### src/shared/tcs_pkg.sv
package tcs_pkg;

  // ********************************
  // Widths
  // ********************************
  localparam int ADDR_W = 12;
  localparam int DATA_W = 32;
  localparam int TORQ_W = 16;

  // ********************************
  // Register indexes and byte addresses
  // ********************************
  localparam logic [9:0] IDX_CTRL_MODE = 10'h101;
  localparam logic [9:0] IDX_LIMIT_EN = 10'h102;
  localparam logic [9:0] IDX_SMOOTH = 10'h107;
  localparam logic [9:0] IDX_PRESET_1 = 10'h10C;
  localparam logic [9:0] IDX_PRESET_2 = 10'h10D;
  localparam logic [9:0] IDX_PRESET_3 = 10'h10E;
  localparam logic [9:0] IDX_FULL_SCALE = 10'h129;
  localparam logic [9:0] IDX_STATUS = 10'h1F0;
  localparam logic [9:0] IDX_COMMAND = 10'h1F1;
  localparam logic [ADDR_W-1:0] ADDR_CTRL_MODE = {IDX_CTRL_MODE, 2'h0};
  localparam logic [ADDR_W-1:0] ADDR_LIMIT_EN = {IDX_LIMIT_EN, 2'h0};
  localparam logic [ADDR_W-1:0] ADDR_SMOOTH = {IDX_SMOOTH, 2'h0};
  localparam logic [ADDR_W-1:0] ADDR_PRESET_1 = {IDX_PRESET_1, 2'h0};
  localparam logic [ADDR_W-1:0] ADDR_PRESET_2 = {IDX_PRESET_2, 2'h0};
  localparam logic [ADDR_W-1:0] ADDR_PRESET_3 = {IDX_PRESET_3, 2'h0};
  localparam logic [ADDR_W-1:0] ADDR_FULL_SCALE = {IDX_FULL_SCALE, 2'h0};
  localparam logic [ADDR_W-1:0] ADDR_STATUS = {IDX_STATUS, 2'h0};
  localparam logic [ADDR_W-1:0] ADDR_COMMAND = {IDX_COMMAND, 2'h0};

  // ********************************
  // Reset values and limits
  // ********************************
  localparam logic [15:0] RST_SMOOTH = 16'h0000;
  localparam logic [15:0] RST_FULL_SCALE = 16'h0064;
  localparam logic [15:0] RST_PRESET = 16'h0000;
  localparam logic [15:0] SMOOTH_MAX_MS = 16'h03E8;
  localparam logic signed [15:0] PRESET_MAX = 16'sh012C;
  localparam logic [DATA_W-1:0] READ_ZERO = 32'h0000_0000;

  // ********************************
  // Fields
  // ********************************
  localparam int MODE_LSB = 0;
  localparam int LIMIT_EN_BIT = 0;
  localparam int ST_SERVO_BIT = 0;
  localparam int ST_ARMED_BIT = 1;
  localparam int ST_SEL_LSB = 2;
  localparam int ST_MODE_LSB = 4;
  localparam int ST_SRC_LSB = 6;
  localparam int ST_LIMIT_BIT = 8;
  localparam int ST_COEF_BUSY_BIT = 9;

  // ********************************
  // Scaling: code 2**14 stands for 10 V
  // ********************************
  localparam int ANALOG_FS_SHIFT = 14;
  localparam int FULL_SCALE_VOLTS = 10;
  localparam int TENTHS_PER_PCT = 10;

  // ********************************
  // Timing
  // ********************************
  localparam int CLK_PERIOD_NS = 8;
  localparam int SAMPLE_TIME_US = 100;
  localparam int NS_PER_US = 1000;
  localparam int US_PER_MS = 1000;
  localparam int SAMPLE_CYCLES = (SAMPLE_TIME_US * NS_PER_US) / CLK_PERIOD_NS;
  localparam int COEF_FRAC = 16;

  // ********************************
  // Types
  // ********************************
  typedef enum logic [1:0] {
    MODE_POSITION = 2'h0,
    MODE_SPEED = 2'h1,
    MODE_TORQUE = 2'h2,
    MODE_ZERO_TORQUE = 2'h3
  } tcs_mode_e;

  typedef enum logic [1:0] {
    SRC_NONE = 2'h0,
    SRC_ANALOG = 2'h1,
    SRC_PRESET = 2'h2
  } tcs_src_e;

  typedef struct packed {
    logic signed [TORQ_W-1:0] demand;
    logic [TORQ_W-1:0] limit;
    logic limitActive;
    logic torqueMode;
  } tcs_cmd_s;

endpackage : tcs_pkg

### src/design/tcs_analog_scale.sv
`timescale 1ns/10ps
module tcs_analog_scale #(
  parameter int TORQ_W = tcs_pkg::TORQ_W
) (
  // Clock and reset
  input wire logic clk_sys,
  input wire logic reset,
  // Analog code and scale
  input wire logic signed [TORQ_W-1:0] analogCode,
  input wire logic [15:0] fullScale,
  // Torque in tenths of a percent
  output logic signed [TORQ_W-1:0] torqueTenths
);

  // ********************************
  // Volts times setting over ten, in tenths
  // ********************************
  localparam int PROD_W = TORQ_W + 17 + 5;
  localparam logic signed [PROD_W-1:0] MAX_OUT = PROD_W'((1 <<< (TORQ_W - 1)) - 1);
  localparam logic signed [PROD_W-1:0] MIN_OUT = -MAX_OUT;
  localparam logic signed [5:0] GAIN =
    6'(tcs_pkg::TENTHS_PER_PCT * tcs_pkg::FULL_SCALE_VOLTS / tcs_pkg::FULL_SCALE_VOLTS);

  wire logic signed [16:0] fsSigned = {1'b0, fullScale};
  wire logic signed [PROD_W-1:0] product =
    PROD_W'(analogCode) * PROD_W'(fsSigned) * PROD_W'(GAIN); // see RULE_09
  wire logic signed [PROD_W-1:0] scaled = product >>> tcs_pkg::ANALOG_FS_SHIFT; // see RULE_10
  // Saturate symmetric so the magnitude never overflows
  wire logic signed [TORQ_W-1:0] clipped =
    (scaled > MAX_OUT) ? MAX_OUT[TORQ_W-1:0] :
    (scaled < MIN_OUT) ? MIN_OUT[TORQ_W-1:0] : scaled[TORQ_W-1:0];

  always_ff @(posedge clk_sys)
  begin
    if (reset)
      torqueTenths <= '0;
    else
      torqueTenths <= clipped;
  end

endmodule : tcs_analog_scale

### src/design/tcs_smooth_filter.sv
`timescale 1ns/10ps
module tcs_smooth_filter #(
  parameter int TORQ_W = tcs_pkg::TORQ_W
) (
  // Clock and reset
  input wire logic clk_sys,
  input wire logic reset,
  // Control
  input wire logic sampleTick,
  input wire logic tauLoad,
  input wire logic [15:0] tauMs,
  input wire logic bypass,
  // Data
  input wire logic signed [TORQ_W-1:0] dataIn,
  output logic signed [TORQ_W-1:0] dataOut,
  output logic coefBusy
);

  // ********************************
  // Coefficient Ts / (tau + Ts) by serial division
  // ********************************
  localparam int FR = tcs_pkg::COEF_FRAC;
  localparam int NUM_W = 24;
  localparam int DEN_W = 20;
  localparam int CNT_W = 5;
  localparam int ACC_W = TORQ_W + FR + 1;
  localparam logic [NUM_W-1:0] NUM = NUM_W'(tcs_pkg::SAMPLE_TIME_US << FR);
  localparam logic [DEN_W-1:0] TS_US = DEN_W'(tcs_pkg::SAMPLE_TIME_US);
  localparam logic [DEN_W-1:0] US_PER_MS = DEN_W'(tcs_pkg::US_PER_MS);
  localparam logic [CNT_W-1:0] STEPS = CNT_W'(NUM_W);
  localparam logic [FR:0] COEF_ONE = {1'b1, {FR{1'b0}}};

  logic [DEN_W-1:0] den_r;
  logic [DEN_W-1:0] rem_r;
  logic [NUM_W-1:0] numSh_r;
  logic [NUM_W-1:0] quo_r;
  logic [CNT_W-1:0] cnt_r;
  logic [FR:0] coef_r;
  logic signed [ACC_W-1:0] acc_r;

  wire logic [DEN_W-1:0] den = DEN_W'(tauMs * US_PER_MS) + TS_US;
  wire logic [DEN_W:0] remShift = {rem_r, numSh_r[NUM_W-1]};
  wire logic fits = remShift >= {1'b0, den_r};
  wire logic [DEN_W:0] remSub = remShift - {1'b0, den_r};
  wire logic [DEN_W-1:0] remNxt = fits ? remSub[DEN_W-1:0] : remShift[DEN_W-1:0];
  wire logic [NUM_W-1:0] quoNxt = {quo_r[NUM_W-2:0], fits};

  // Old coefficient stays in use while a new one is computed
  always_ff @(posedge clk_sys)
  begin
    if (reset)
    begin
      den_r <= '0;
      rem_r <= '0;
      numSh_r <= '0;
      quo_r <= '0;
      cnt_r <= '0;
      coefBusy <= 1'b0;
      coef_r <= COEF_ONE;
    end
    else if (tauLoad)
    begin
      den_r <= den;
      rem_r <= '0;
      numSh_r <= NUM;
      quo_r <= '0;
      cnt_r <= STEPS;
      coefBusy <= 1'b1;
    end
    else if (coefBusy)
    begin
      rem_r <= remNxt;
      numSh_r <= {numSh_r[NUM_W-2:0], 1'b0};
      quo_r <= quoNxt;
      cnt_r <= cnt_r - 1'b1;
      if (cnt_r == CNT_W'(1))
      begin
        coefBusy <= 1'b0;
        coef_r <= quoNxt[FR:0]; // see RULE_14
      end
    end
  end

  // ********************************
  // First-order recursion, once per sample
  // ********************************
  wire logic signed [TORQ_W:0] diff = dataIn - dataOut;
  wire logic signed [FR+1:0] coefS = {1'b0, coef_r};
  wire logic signed [ACC_W-1:0] step = ACC_W'(diff) * ACC_W'(coefS);
  wire logic signed [ACC_W-1:0] loadIn = {dataIn[TORQ_W-1], dataIn, {FR{1'b0}}};

  always_ff @(posedge clk_sys)
  begin
    if (reset)
      acc_r <= '0;
    else if (bypass)
      acc_r <= loadIn; // see RULE_08
    else if (sampleTick)
      acc_r <= acc_r + step; // see RULE_14
  end

  assign dataOut = acc_r[FR+TORQ_W-1:FR];

endmodule : tcs_smooth_filter

### src/design/tcs_torque_command_select.sv
// Overview of operation
// RULE_01: Selects 00 in torque mode: command is scaled analog reference.
// RULE_02: Selects 00 in zero-torque mode: command forced to zero.
// RULE_03: Selects 01, 10, 11 pick first, second, third preset, each within 300 percent.
// RULE_04: A preset acts only after a select input has changed.
// RULE_05: Select input 0 means off, 1 means on.
// RULE_06: In position and speed modes the command becomes a torque limit.
// RULE_07: Source chosen from both select inputs plus the mode setting.
// RULE_08: Torque mode analog command is low-pass smoothed; zero time bypasses.
// RULE_09: Analog torque equals volts times full-scale setting over ten.
// RULE_10: Full-scale setting is the torque or limit at ten volts.
// RULE_11: Selection only acts after servo-on.
// RULE_12: No current loop gains are settable; fixed gains only.
// RULE_13: Torque limit active only when its enable bit is one.
// RULE_14: Smoothing is a first-order recursion per sample period.
//
// Decided for this implementation: strobed register access.
`timescale 1ns/10ps
module tcs_torque_command_select #(
  parameter int TORQ_W = tcs_pkg::TORQ_W,
  parameter int SAMPLE_CYCLES = tcs_pkg::SAMPLE_CYCLES
) (
  // Clock and reset
  input wire logic clk_sys,
  input wire logic reset,
  // Register port
  input wire logic [tcs_pkg::ADDR_W-1:0] regAddr,
  input wire logic [tcs_pkg::DATA_W-1:0] regWrData,
  input wire logic regWrEn,
  input wire logic regRdEn,
  output logic [tcs_pkg::DATA_W-1:0] regRdData,
  // Drive inputs
  input wire logic torque_select_bit0,
  input wire logic torque_select_bit1,
  input wire logic servoOn,
  input wire logic signed [TORQ_W-1:0] analogCode,
  // Command out
  output tcs_pkg::tcs_cmd_s torqueCmd
);

  // ********************************
  // Constants
  // ********************************
  localparam int TICK_W = $clog2(SAMPLE_CYCLES);
  localparam logic [TICK_W-1:0] TICK_LAST = TICK_W'(SAMPLE_CYCLES - 1);
  localparam logic signed [TORQ_W-1:0] TORQ_ZERO = '0;

  // ********************************
  // Registers
  // ********************************
  tcs_pkg::tcs_mode_e mode_r;
  logic limitEn_r;
  logic [15:0] smoothTime_r;
  logic [15:0] fullScale_r;
  logic signed [15:0] preset1_r;
  logic signed [15:0] preset2_r;
  logic signed [15:0] preset3_r;
  logic [1:0] selPrev_r;
  logic armed_r;
  logic [TICK_W-1:0] tick_r;
  logic sampleTick_r;
  logic tauLoad_r;
  logic [tcs_pkg::DATA_W-1:0] rdData_r;
  tcs_pkg::tcs_cmd_s cmd_r;

  // ********************************
  // Address decode
  // ********************************
  wire logic hitMode = regAddr == tcs_pkg::ADDR_CTRL_MODE;
  wire logic hitLimEn = regAddr == tcs_pkg::ADDR_LIMIT_EN;
  wire logic hitSmooth = regAddr == tcs_pkg::ADDR_SMOOTH;
  wire logic hitPre1 = regAddr == tcs_pkg::ADDR_PRESET_1;
  wire logic hitPre2 = regAddr == tcs_pkg::ADDR_PRESET_2;
  wire logic hitPre3 = regAddr == tcs_pkg::ADDR_PRESET_3;
  wire logic hitFs = regAddr == tcs_pkg::ADDR_FULL_SCALE;
  wire logic hitStatus = regAddr == tcs_pkg::ADDR_STATUS;
  wire logic hitCmd = regAddr == tcs_pkg::ADDR_COMMAND;

  wire logic [15:0] wrLow = regWrData[15:0];
  wire logic signed [15:0] wrSigned = regWrData[15:0];
  // Presets clip to +/-300 percent on write
  wire logic signed [15:0] presetClip =
    (wrSigned > tcs_pkg::PRESET_MAX) ? tcs_pkg::PRESET_MAX :
    (wrSigned < -tcs_pkg::PRESET_MAX) ? -tcs_pkg::PRESET_MAX : wrSigned; // see RULE_03
  // Out-of-range time clips to the longest constant
  wire logic [15:0] smoothClip =
    (wrLow > tcs_pkg::SMOOTH_MAX_MS) ? tcs_pkg::SMOOTH_MAX_MS : wrLow;
  wire tcs_pkg::tcs_mode_e modeWr =
    tcs_pkg::tcs_mode_e'(regWrData[tcs_pkg::MODE_LSB +: 2]);

  always_ff @(posedge clk_sys)
  begin
    if (reset)
    begin
      mode_r <= tcs_pkg::MODE_POSITION;
      limitEn_r <= 1'b0;
      smoothTime_r <= tcs_pkg::RST_SMOOTH;
      fullScale_r <= tcs_pkg::RST_FULL_SCALE;
      preset1_r <= tcs_pkg::RST_PRESET;
      preset2_r <= tcs_pkg::RST_PRESET;
      preset3_r <= tcs_pkg::RST_PRESET;
    end
    else if (regWrEn)
    begin
      if (hitMode)
        mode_r <= modeWr;
      if (hitLimEn)
        limitEn_r <= regWrData[tcs_pkg::LIMIT_EN_BIT];
      if (hitSmooth)
        smoothTime_r <= smoothClip;
      if (hitFs)
        fullScale_r <= wrLow;
      if (hitPre1)
        preset1_r <= presetClip;
      if (hitPre2)
        preset2_r <= presetClip;
      if (hitPre3)
        preset3_r <= presetClip;
    end
  end

  // A new time constant restarts the coefficient divider
  always_ff @(posedge clk_sys)
  begin
    if (reset)
      tauLoad_r <= 1'b1;
    else
      tauLoad_r <= regWrEn && hitSmooth;
  end

  // ********************************
  // Sample period tick
  // ********************************
  always_ff @(posedge clk_sys)
  begin
    if (reset)
    begin
      tick_r <= '0;
      sampleTick_r <= 1'b0;
    end
    else
    begin
      tick_r <= (tick_r == TICK_LAST) ? '0 : tick_r + 1'b1;
      sampleTick_r <= tick_r == TICK_LAST; // see RULE_14
    end
  end

  // ********************************
  // Select inputs and arming
  // ********************************
  // Pin high means the contact is closed
  wire logic [1:0] sel = {torque_select_bit1, torque_select_bit0}; // see RULE_05
  wire logic selChanged = sel != selPrev_r;

  // Arming is lost at servo-off so a stale pattern never applies
  always_ff @(posedge clk_sys)
  begin
    if (reset)
    begin
      selPrev_r <= 2'h0;
      armed_r <= 1'b0;
    end
    else
    begin
      selPrev_r <= sel;
      if (!servoOn)
        armed_r <= 1'b0; // see RULE_11
      else if (selChanged)
        armed_r <= 1'b1; // see RULE_04
    end
  end

  // ********************************
  // Analog path
  // ********************************
  logic signed [TORQ_W-1:0] analogScaled;
  logic signed [TORQ_W-1:0] analogSmooth;
  logic coefBusy;

  tcs_analog_scale #(
    .TORQ_W(TORQ_W)
  ) u_scale (
    .clk_sys(clk_sys),
    .reset(reset),
    .analogCode(analogCode),
    .fullScale(fullScale_r),
    .torqueTenths(analogScaled)
  );

  wire logic torqueMode =
    (mode_r == tcs_pkg::MODE_TORQUE) || (mode_r == tcs_pkg::MODE_ZERO_TORQUE);
  // Limit use and zero time take the raw scaled value
  wire logic smoothBypass = !torqueMode || (smoothTime_r == 16'h0000); // see RULE_08

  tcs_smooth_filter #(
    .TORQ_W(TORQ_W)
  ) u_smooth (
    .clk_sys(clk_sys),
    .reset(reset),
    .sampleTick(sampleTick_r),
    .tauLoad(tauLoad_r),
    .tauMs(smoothTime_r),
    .bypass(smoothBypass),
    .dataIn(analogScaled),
    .dataOut(analogSmooth),
    .coefBusy(coefBusy)
  );

  wire logic signed [TORQ_W-1:0] analogCmd = torqueMode ? analogSmooth : analogScaled;

  // ********************************
  // Source selection
  // ********************************
  wire logic signed [15:0] presetPct =
    (sel == 2'h1) ? preset1_r :
    (sel == 2'h2) ? preset2_r : preset3_r; // see RULE_03
  // Presets are percent, the command is tenths of a percent
  wire logic signed [TORQ_W-1:0] presetTenths =
    TORQ_W'(presetPct * 16'sd10);
  wire logic zeroMode = mode_r == tcs_pkg::MODE_ZERO_TORQUE;

  wire tcs_pkg::tcs_src_e src =
    !servoOn ? tcs_pkg::SRC_NONE : // see RULE_11
    (sel == 2'h0) ? (zeroMode ? tcs_pkg::SRC_NONE : tcs_pkg::SRC_ANALOG) : // see RULE_07
    (armed_r ? tcs_pkg::SRC_PRESET : tcs_pkg::SRC_NONE); // see RULE_04

  wire logic signed [TORQ_W-1:0] selected =
    (src == tcs_pkg::SRC_ANALOG) ? analogCmd : // see RULE_01
    (src == tcs_pkg::SRC_PRESET) ? presetTenths : TORQ_ZERO; // see RULE_02

  wire logic [TORQ_W-1:0] selMag = selected[TORQ_W-1] ? TORQ_W'(-selected) : selected;
  wire logic limitOn = !torqueMode && limitEn_r && servoOn; // see RULE_13

  // ********************************
  // Command output
  // ********************************
  tcs_pkg::tcs_cmd_s cmdNxt;
  assign cmdNxt.demand = torqueMode ? selected : TORQ_ZERO; // see RULE_06
  assign cmdNxt.limit = limitOn ? selMag : '0; // see RULE_06
  assign cmdNxt.limitActive = limitOn; // see RULE_13
  assign cmdNxt.torqueMode = torqueMode;

  always_ff @(posedge clk_sys)
  begin
    if (reset)
      cmd_r <= '0;
    else
      cmd_r <= cmdNxt;
  end

  assign torqueCmd = cmd_r;

  // ********************************
  // Read back
  // ********************************
  logic [tcs_pkg::DATA_W-1:0] statusWord;
  always_comb
  begin
    statusWord = tcs_pkg::READ_ZERO;
    statusWord[tcs_pkg::ST_SERVO_BIT] = servoOn;
    statusWord[tcs_pkg::ST_ARMED_BIT] = armed_r;
    statusWord[tcs_pkg::ST_SEL_LSB +: 2] = sel;
    statusWord[tcs_pkg::ST_MODE_LSB +: 2] = mode_r;
    statusWord[tcs_pkg::ST_SRC_LSB +: 2] = src;
    statusWord[tcs_pkg::ST_LIMIT_BIT] = cmd_r.limitActive;
    statusWord[tcs_pkg::ST_COEF_BUSY_BIT] = coefBusy;
  end

  wire logic [TORQ_W-1:0] cmdShown = cmd_r.torqueMode ? cmd_r.demand : cmd_r.limit;

  // Current loop gains have no address, unmapped reads give zero
  wire logic [tcs_pkg::DATA_W-1:0] rdMux =
    hitMode ? {30'h0000_0000, mode_r} :
    hitLimEn ? {31'h0000_0000, limitEn_r} :
    hitSmooth ? {16'h0000, smoothTime_r} :
    hitFs ? {16'h0000, fullScale_r} :
    hitPre1 ? {{16{preset1_r[15]}}, preset1_r} :
    hitPre2 ? {{16{preset2_r[15]}}, preset2_r} :
    hitPre3 ? {{16{preset3_r[15]}}, preset3_r} :
    hitStatus ? statusWord :
    hitCmd ? {{16{cmdShown[TORQ_W-1]}}, cmdShown} : tcs_pkg::READ_ZERO; // see RULE_12

  always_ff @(posedge clk_sys)
  begin
    if (reset)
      rdData_r <= tcs_pkg::READ_ZERO;
    else if (regRdEn)
      rdData_r <= rdMux;
    else
      rdData_r <= tcs_pkg::READ_ZERO;
  end

  assign regRdData = rdData_r;

endmodule : tcs_torque_command_select

### config.mk
export PLATFORM = sky130hd
export DESIGN_NAME = tcs_torque_command_select
export DESIGN_NICKNAME = d
export VERILOG_FILES = /design/src/shared/tcs_pkg.sv /design/src/design/tcs_analog_scale.sv /design/src/design/tcs_smooth_filter.sv /design/src/design/tcs_torque_command_select.sv
export SDC_FILE = /design/constraint.sdc
export NUM_CORES = 2
export LEC_CHECK = 0
export BUFFER_PORTS_ARGS = -buffer_cell sky130_fd_sc_hd__buf_2
export CAP_MARGIN = 25
export CELL_PAD_IN_SITES_DETAIL_PLACEMENT = 2
export CELL_PAD_IN_SITES_GLOBAL_PLACEMENT = 2
export CORE_UTILIZATION = 36
export CTS_CLUSTER_SIZE = 14
export DETAILED_ROUTE_END_ITERATION = 8
export GPL_TIMING_DRIVEN = 1
export HOLD_SLACK_MARGIN = 0.1
export PLACE_DENSITY = 0.82
export SETUP_SLACK_MARGIN = 0.15
export SYNTH_ARGS = -nofsm -noshare
export SYNTH_HDL_FRONTEND = slang
export SYNTH_SLANG_ARGS = --single-unit
### constraint.sdc
create_clock -name clk_sys -period 8.6 [get_ports clk_sys]
set_input_delay 0.43 -clock clk_sys [delete_from_list [all_inputs] [get_ports clk_sys]]
set_output_delay 0.43 -clock clk_sys [all_outputs]
set_load 0.05 [all_outputs]
---- After elaboration in Yosys (flattened, before gate mapping) ----
Index checks and enable logic that the tools add are counted.
word-level totals
  flip-flop bits (word level) ............. 302
cells by class
  $add $sub $neg .......................... 7
  $mul .................................... 5
  $lt $le $gt $ge ......................... 6
  eq/ne operators ......................... 18
  multiplexer cells ....................... 35
  bitwise gates (word level) .............. 6
  reductions and logical operators ........ 29
operators with widths
  kind                                                             number
  two-way mux 16 bit                                               12
  two-way mux 32 bit                                               5
  == test 12 x 11 -> 1 bit, second input constant                  9
  two-way mux 33 bit                                               2
  two-way mux 23 bit                                               2
  multiplier 33 x 4 -> 37 bit, second input constant               1
  adder 33 bit                                                     1
  multiplier 16 x 17 -> 33 bit                                     1
  multiplier 17 x 18 -> 33 bit                                     1
  greater-than comparator 16 x 10 -> 1 bit, second input constant  2
  two-way mux 15 bit                                               2
  greater-than comparator 24 x 16 -> 1 bit, second input constant  1
  less-than comparator 24 x 16 -> 1 bit, second input constant     1
  greater-or-equal comparator 21 x 20 -> 1 bit                     1
  adder 20 x 7 -> 20 bit, second input constant                    1
  two-way mux 20 bit                                               1
  subtractor 20 bit                                                1
  multiplier 16 x 7 -> 17 bit, second input constant               1
  subtractor 16 x 16 -> 17 bit                                     1
  zero test 16 bit                                                 1
  less-than comparator 16 x 10 -> 1 bit, second input constant     1
  multiplier 16 x 4 -> 15 bit, second input constant               1
  negation 16 bit                                                  1
  OR reduction 2 bit                                               8
  21 further kinds                                                 48

---- Depth between registers and ports, before layout ----
  word-level depth ........................ 12
  depth in mapped cells ................... 42

---- Hierarchy ----
From an unflattened synthesis, not the netlist that was laid out.
unflattened totals
  cells, all modules ...................... 4,470
  area total of the unflattened synthesis .. 37,977.7 um^2
by module, submodules not included
  module                     instances  cells each  area an instance (um^2)  sequential area each (um^2)
  tcs_smooth_filter          1          2,176       18,813.0                 2,302.2
  tcs_analog_scale           1          1,314       11,328.4                 320.3
  tcs_torque_command_select  1          980         7,836.3                  3,062.9

---- Least setup slack after synthesis ----
OpenSTA, ideal clock, no wires.
  path kind ............................... reg2reg
  start point ............................. register fullScale_r[7]
  end point ............................... register u_scale.torqueTenths[12]
  library setup time ...................... 0.129 ns
  arrival ................................. 9.180 ns
  required time ........................... 8.471 ns
  path slack .............................. -0.709 ns
  stages on the path, launching flop included .. 38
  buffers on the path ..................... 3
  clock period less this slack ............ 9.309 ns
  path through ............................ dfxtp_1 > clkbuf_1 > clkbuf_1 > and2_1 > fa_1 > inv_1 > fa_1 > fa_1 > inv_1 > fa_1 > fa_1 > inv_1 > fa_1 > inv_1 > ha_1 > a21o_1 > a21o_1 > a221oi_1 > (+2 left out) > o21a_1 > o21bai_1 > a21oi_1 > xnor2_1 > ha_1 > ha_1 > o21a_1 > a2111oi_0 > o21bai_1 > o41a_1 > o41ai_1 > a211oi_2 > a2111oi_4 > a2bb2oi_1 > or3_4 > nand2_4 > buf_12 > o31ai_2
on the way
  longest elaborated chain between the ends .. 5
  elaborated cells on any way between the ends .. 6
RTL lines
  what                                   RTL line                          text
  from (decl)                            tcs_torque_command_select.sv:54   logic [15:0] fullScale_r;
  from (signal assigned)                 tcs_torque_command_select.sv:98   fullScale_r <= tcs_pkg::RST_FULL_SCALE;
  from (signal assigned)                 tcs_torque_command_select.sv:112  fullScale_r <= wrLow;
  multiplier 16 x 17 -> 33 bit *         tcs_analog_scale.sv:26            PROD_W'(analogCode) * PROD_W'(fsSigned) * PROD_W'(GAIN);
  multiplier 33 x 4 -> 37 bit *          tcs_analog_scale.sv:26
  less-than comparator 24 x 16 -> 1 bit  tcs_analog_scale.sv:31            (scaled < MIN_OUT) ? MIN_OUT[TORQ_W-1:0] : scaled[TORQ_W-1:0];
  two-way mux 16 bit                     tcs_analog_scale.sv:31
  two-way mux 15 bit *                   tcs_analog_scale.sv:30            (scaled > MAX_OUT) ? MAX_OUT[TORQ_W-1:0] :
  to (signal assigned)                   tcs_analog_scale.sv:38            torqueTenths <= clipped;
  to (decl)                              tcs_analog_scale.sv:12            output logic signed [TORQ_W-1:0] torqueTenths
Mark *: on every way between the ends. The rest lies on a longest branch, timed or not.
A chain may end at the register's enable or synchronous reset.

---- Final worst setup path ----
  start point ............................. register fullScale_r[5]
  end point ............................... register u_scale.torqueTenths[14]
Same word-level chain as after synthesis.

==> flow_summary.ini <==
[clock_tree]
clockRootBuffer = clkbuf_16
cts_buffers = 37
ctsLongestPathBuffers = 3
path_clk_slew_ps = 80
clock_latency_ps = 590
cts_tree = built
htreeDepth = 2
cts.sinks = 284

[detailed_routing]
wl_per_cell_um = 32.5
drcViolationCount = 0
vias = 36900
detail_route.vias_per_cell = 6.00
drt_iter0_markers = 2734
postRouteAntennaNets = 0
drt-total-wl_mm = 200
dr.pass1.iters = 5

[setup_path]
setup.worst_path.end_class = flop
worstPathRequired_ps = 9070
arrival_ps = 11270
startpoint_type = flop
cp_max_fo = 7
crit_family = adder cells
slowest_stage = fa_1
critPathMostFrequentCell = buf_4
cpPeakStageDelay_ps = 590
cp_num_buf_inv = 11
crit_type = flop to flop

[timing]
hold_slack_ps = 170
setup_slack_ps = -2200
finalSetupViolCount = 26
hold_violations = 0
finalSetupTns_ps = -38180
fin_crit_ps = 10800
slew_headroom = 0.175
worstMarginPinSlew_ps = 1240
drv_slew = 0
max_freq_mhz = 92.6
rsz0062_at_grt = true
fin_crit_sh = 1.26
worst_clock_skew_ps = 43.7

[place]
post_dp_cell_area_sq_um = 41600
port_buffers = 116
placed_cells = 5979
place_congestion = 0.848
hpwl_mm = 117

[run]
maxCapViolCount = 0

[layout]
fin_area_sq_um = 45400
nFillCells = 11100
final_cells = 6153
drive_gt1_frac = 0.205
syn_to_final_growth_pct = 22.0
fin_nets = 5712

[grt]
grt_max_degree = 64
overflow = 0
grt_first_pass_wirelength_mm = 265
grt_pass1_vias = 42000
antenna_found_initial = 11
grt_util_all_layers = 0.336

[yosys]
synth_ff_type = dfxtp_1
synth_top_area_share = 0.267
synthArstFlopShare = 0
synth_edf_count = 0
avgSynthCellArea_sq_um = 8.51
synth_warnings = 0
netlist_instances = 4368
ys_ff_latch = 284
synth_area_sq_um = 37200
yosysSeqAreaShare = 0.153
yosys.area.top_type = fa_1
yosysUniqueCellTypes = 89
synth_top_cells_by_count = 696 x inv_1, 516 x nand2_1, 495 x fa_1
synth_area_leaders = fa_1 27%, dfxtp_1 15%, ha_1 13%
synth.most_common_cell = inv_1
synth_nets = 5326

[floorplan]
io_pins = 133
fp-row-count = 117
fp.coreArea_sq_um = 102000
design.die.area_sq_um = 105000
initial_core_util = 0.364
die_w_um = 323
fp.dieH_um = 323

[power_and_ir_drop]
power_mw = 21.1
p_leak_nw = 21.2
p_per_area_nw_per_um2 = 464
ir_drop_uv = 498

[status]
status = complete, but fails checks
violations = setup timing

[min_path]
hold_path.class = input port to flop
[cell usage in the layout, fill, tap and decap left out, types with 22 or more instances in the layout]
cell type | Yosys | layout
inv_1 | 696 | 659
nand2_1 | 516 | 506
fa_1 | 495 | 457
buf_4 | 16 | 371
ha_1 | 396 | 360
nor2_1 | 334 | 325
dfxtp_1 | 284 | 265
and2_1 | 255 | 240
a21oi_1 | 217 | 188
buf_2 | 1 | 115
mux2i_1 | 97 | 95
o21ai_0 | 112 | 86
xnor2_1 | 95 | 77
xor2_1 | 70 | 62
a21o_1 | 54 | 53
nand3_1 | 51 | 47
a211oi_1 | 49 | 41
clkbuf_16 | 0 | 39
fa_2 | 0 | 38
nor2b_1 | 39 | 36
inv_2 | 0 | 36
nor3_1 | 44 | 34
ha_4 | 0 | 31
a21oi_2 | 2 | 30
o22ai_1 | 29 | 28
o21ai_2 | 10 | 24
buf_12 | 1 | 24
nand2b_1 | 24 | 23
or2_2 | 25 | 22
[timing repair]
action / 4_1_cts / 5_1_grt
gates resized for setup: 202 / 202
setup buffers: 58 / 40
cloned: 2 / 2
pin swaps: 135 / 111
hold buffers: 0 / 0
endpoints found under the hold margin: 0 / 0
endpoints found under the setup margin: 29 / 31
[state kept, by name (all words and copies together), names as in the netlist, 17 cells and up]
register and flops:
regRdData 17, torqueCmd 34, u_smooth.acc_r 32, u_smooth.coef_r 17
u_smooth.den_r 18, u_smooth.rem_r 20
[routing by layer]
| layer | GRT usage | wire [um] |
|---|---|---|
| met3 | 0.0446 | 14700 |
| met4 | 0.241 | 20200 |
| met2 | 0.604 | 97000 |
| met1 | 0.361 | 68100 |
| met5 | 0 | 65 |
[path summary, 6_finish.rpt]
| path | from | end | cells past startpoint | slack [ps] |
|---|---|---|---|---|
| worst min register to register | u_smooth.quo_r[0] | u_smooth.coef_r[1] | 2 | 480 |
| worst min-delay path | torque_select_bit1 | selPrev_r[1] | 2 | 170 |
| worst max-delay path | fullScale_r[5] | u_scale.torqueTenths[14] | 42 | -2200 |
| worst max register to register | fullScale_r[5] | u_scale.torqueTenths[14] | 42 | -2200 |
[where the power goes]
group	total [mW]	switching, mW	internal [mW]
Combinational	17.9	10.7	7.24
Sequential	1.49	0.100	1.39
Clock	1.63	0.719	0.911
[cells by family after synthesis]
family,Yosys count,share of synthesized area
buf+inv,888,0.0918
compound gates,643,0.111
mux,101,0.0273
fa+ha+maj,891,0.400
flops,284,0.153
xor+xnor,166,0.0395
simple gates,1395,0.178
[per-stage QoR]
| step | worst slack (ps) | util |
|---|---|---|
| after floorplan | -28.9 | - |
| after global placement | -618 | 0.407 |
| after detailed placement | -1430 | 0.407 |
| after CTS | -639 | 0.432 |
| after global routing | -2420 | 0.444 |
| final | -2200 | 0.444 |
[layout make-up]
type                       count  area, sq um  area share
inverter                     699         2630      0.0579
timing repair buffer         535         4190      0.0924
clock buffer                  49         1030      0.0227
tap                         1368         1710      0.0377
antenna                        6         15.0    0.000331
sequential                   284         5730       0.126
clock inverter                15          165     0.00364
multi-input combinational   3197        29900       0.659
(Power assumes the default switching activity.)
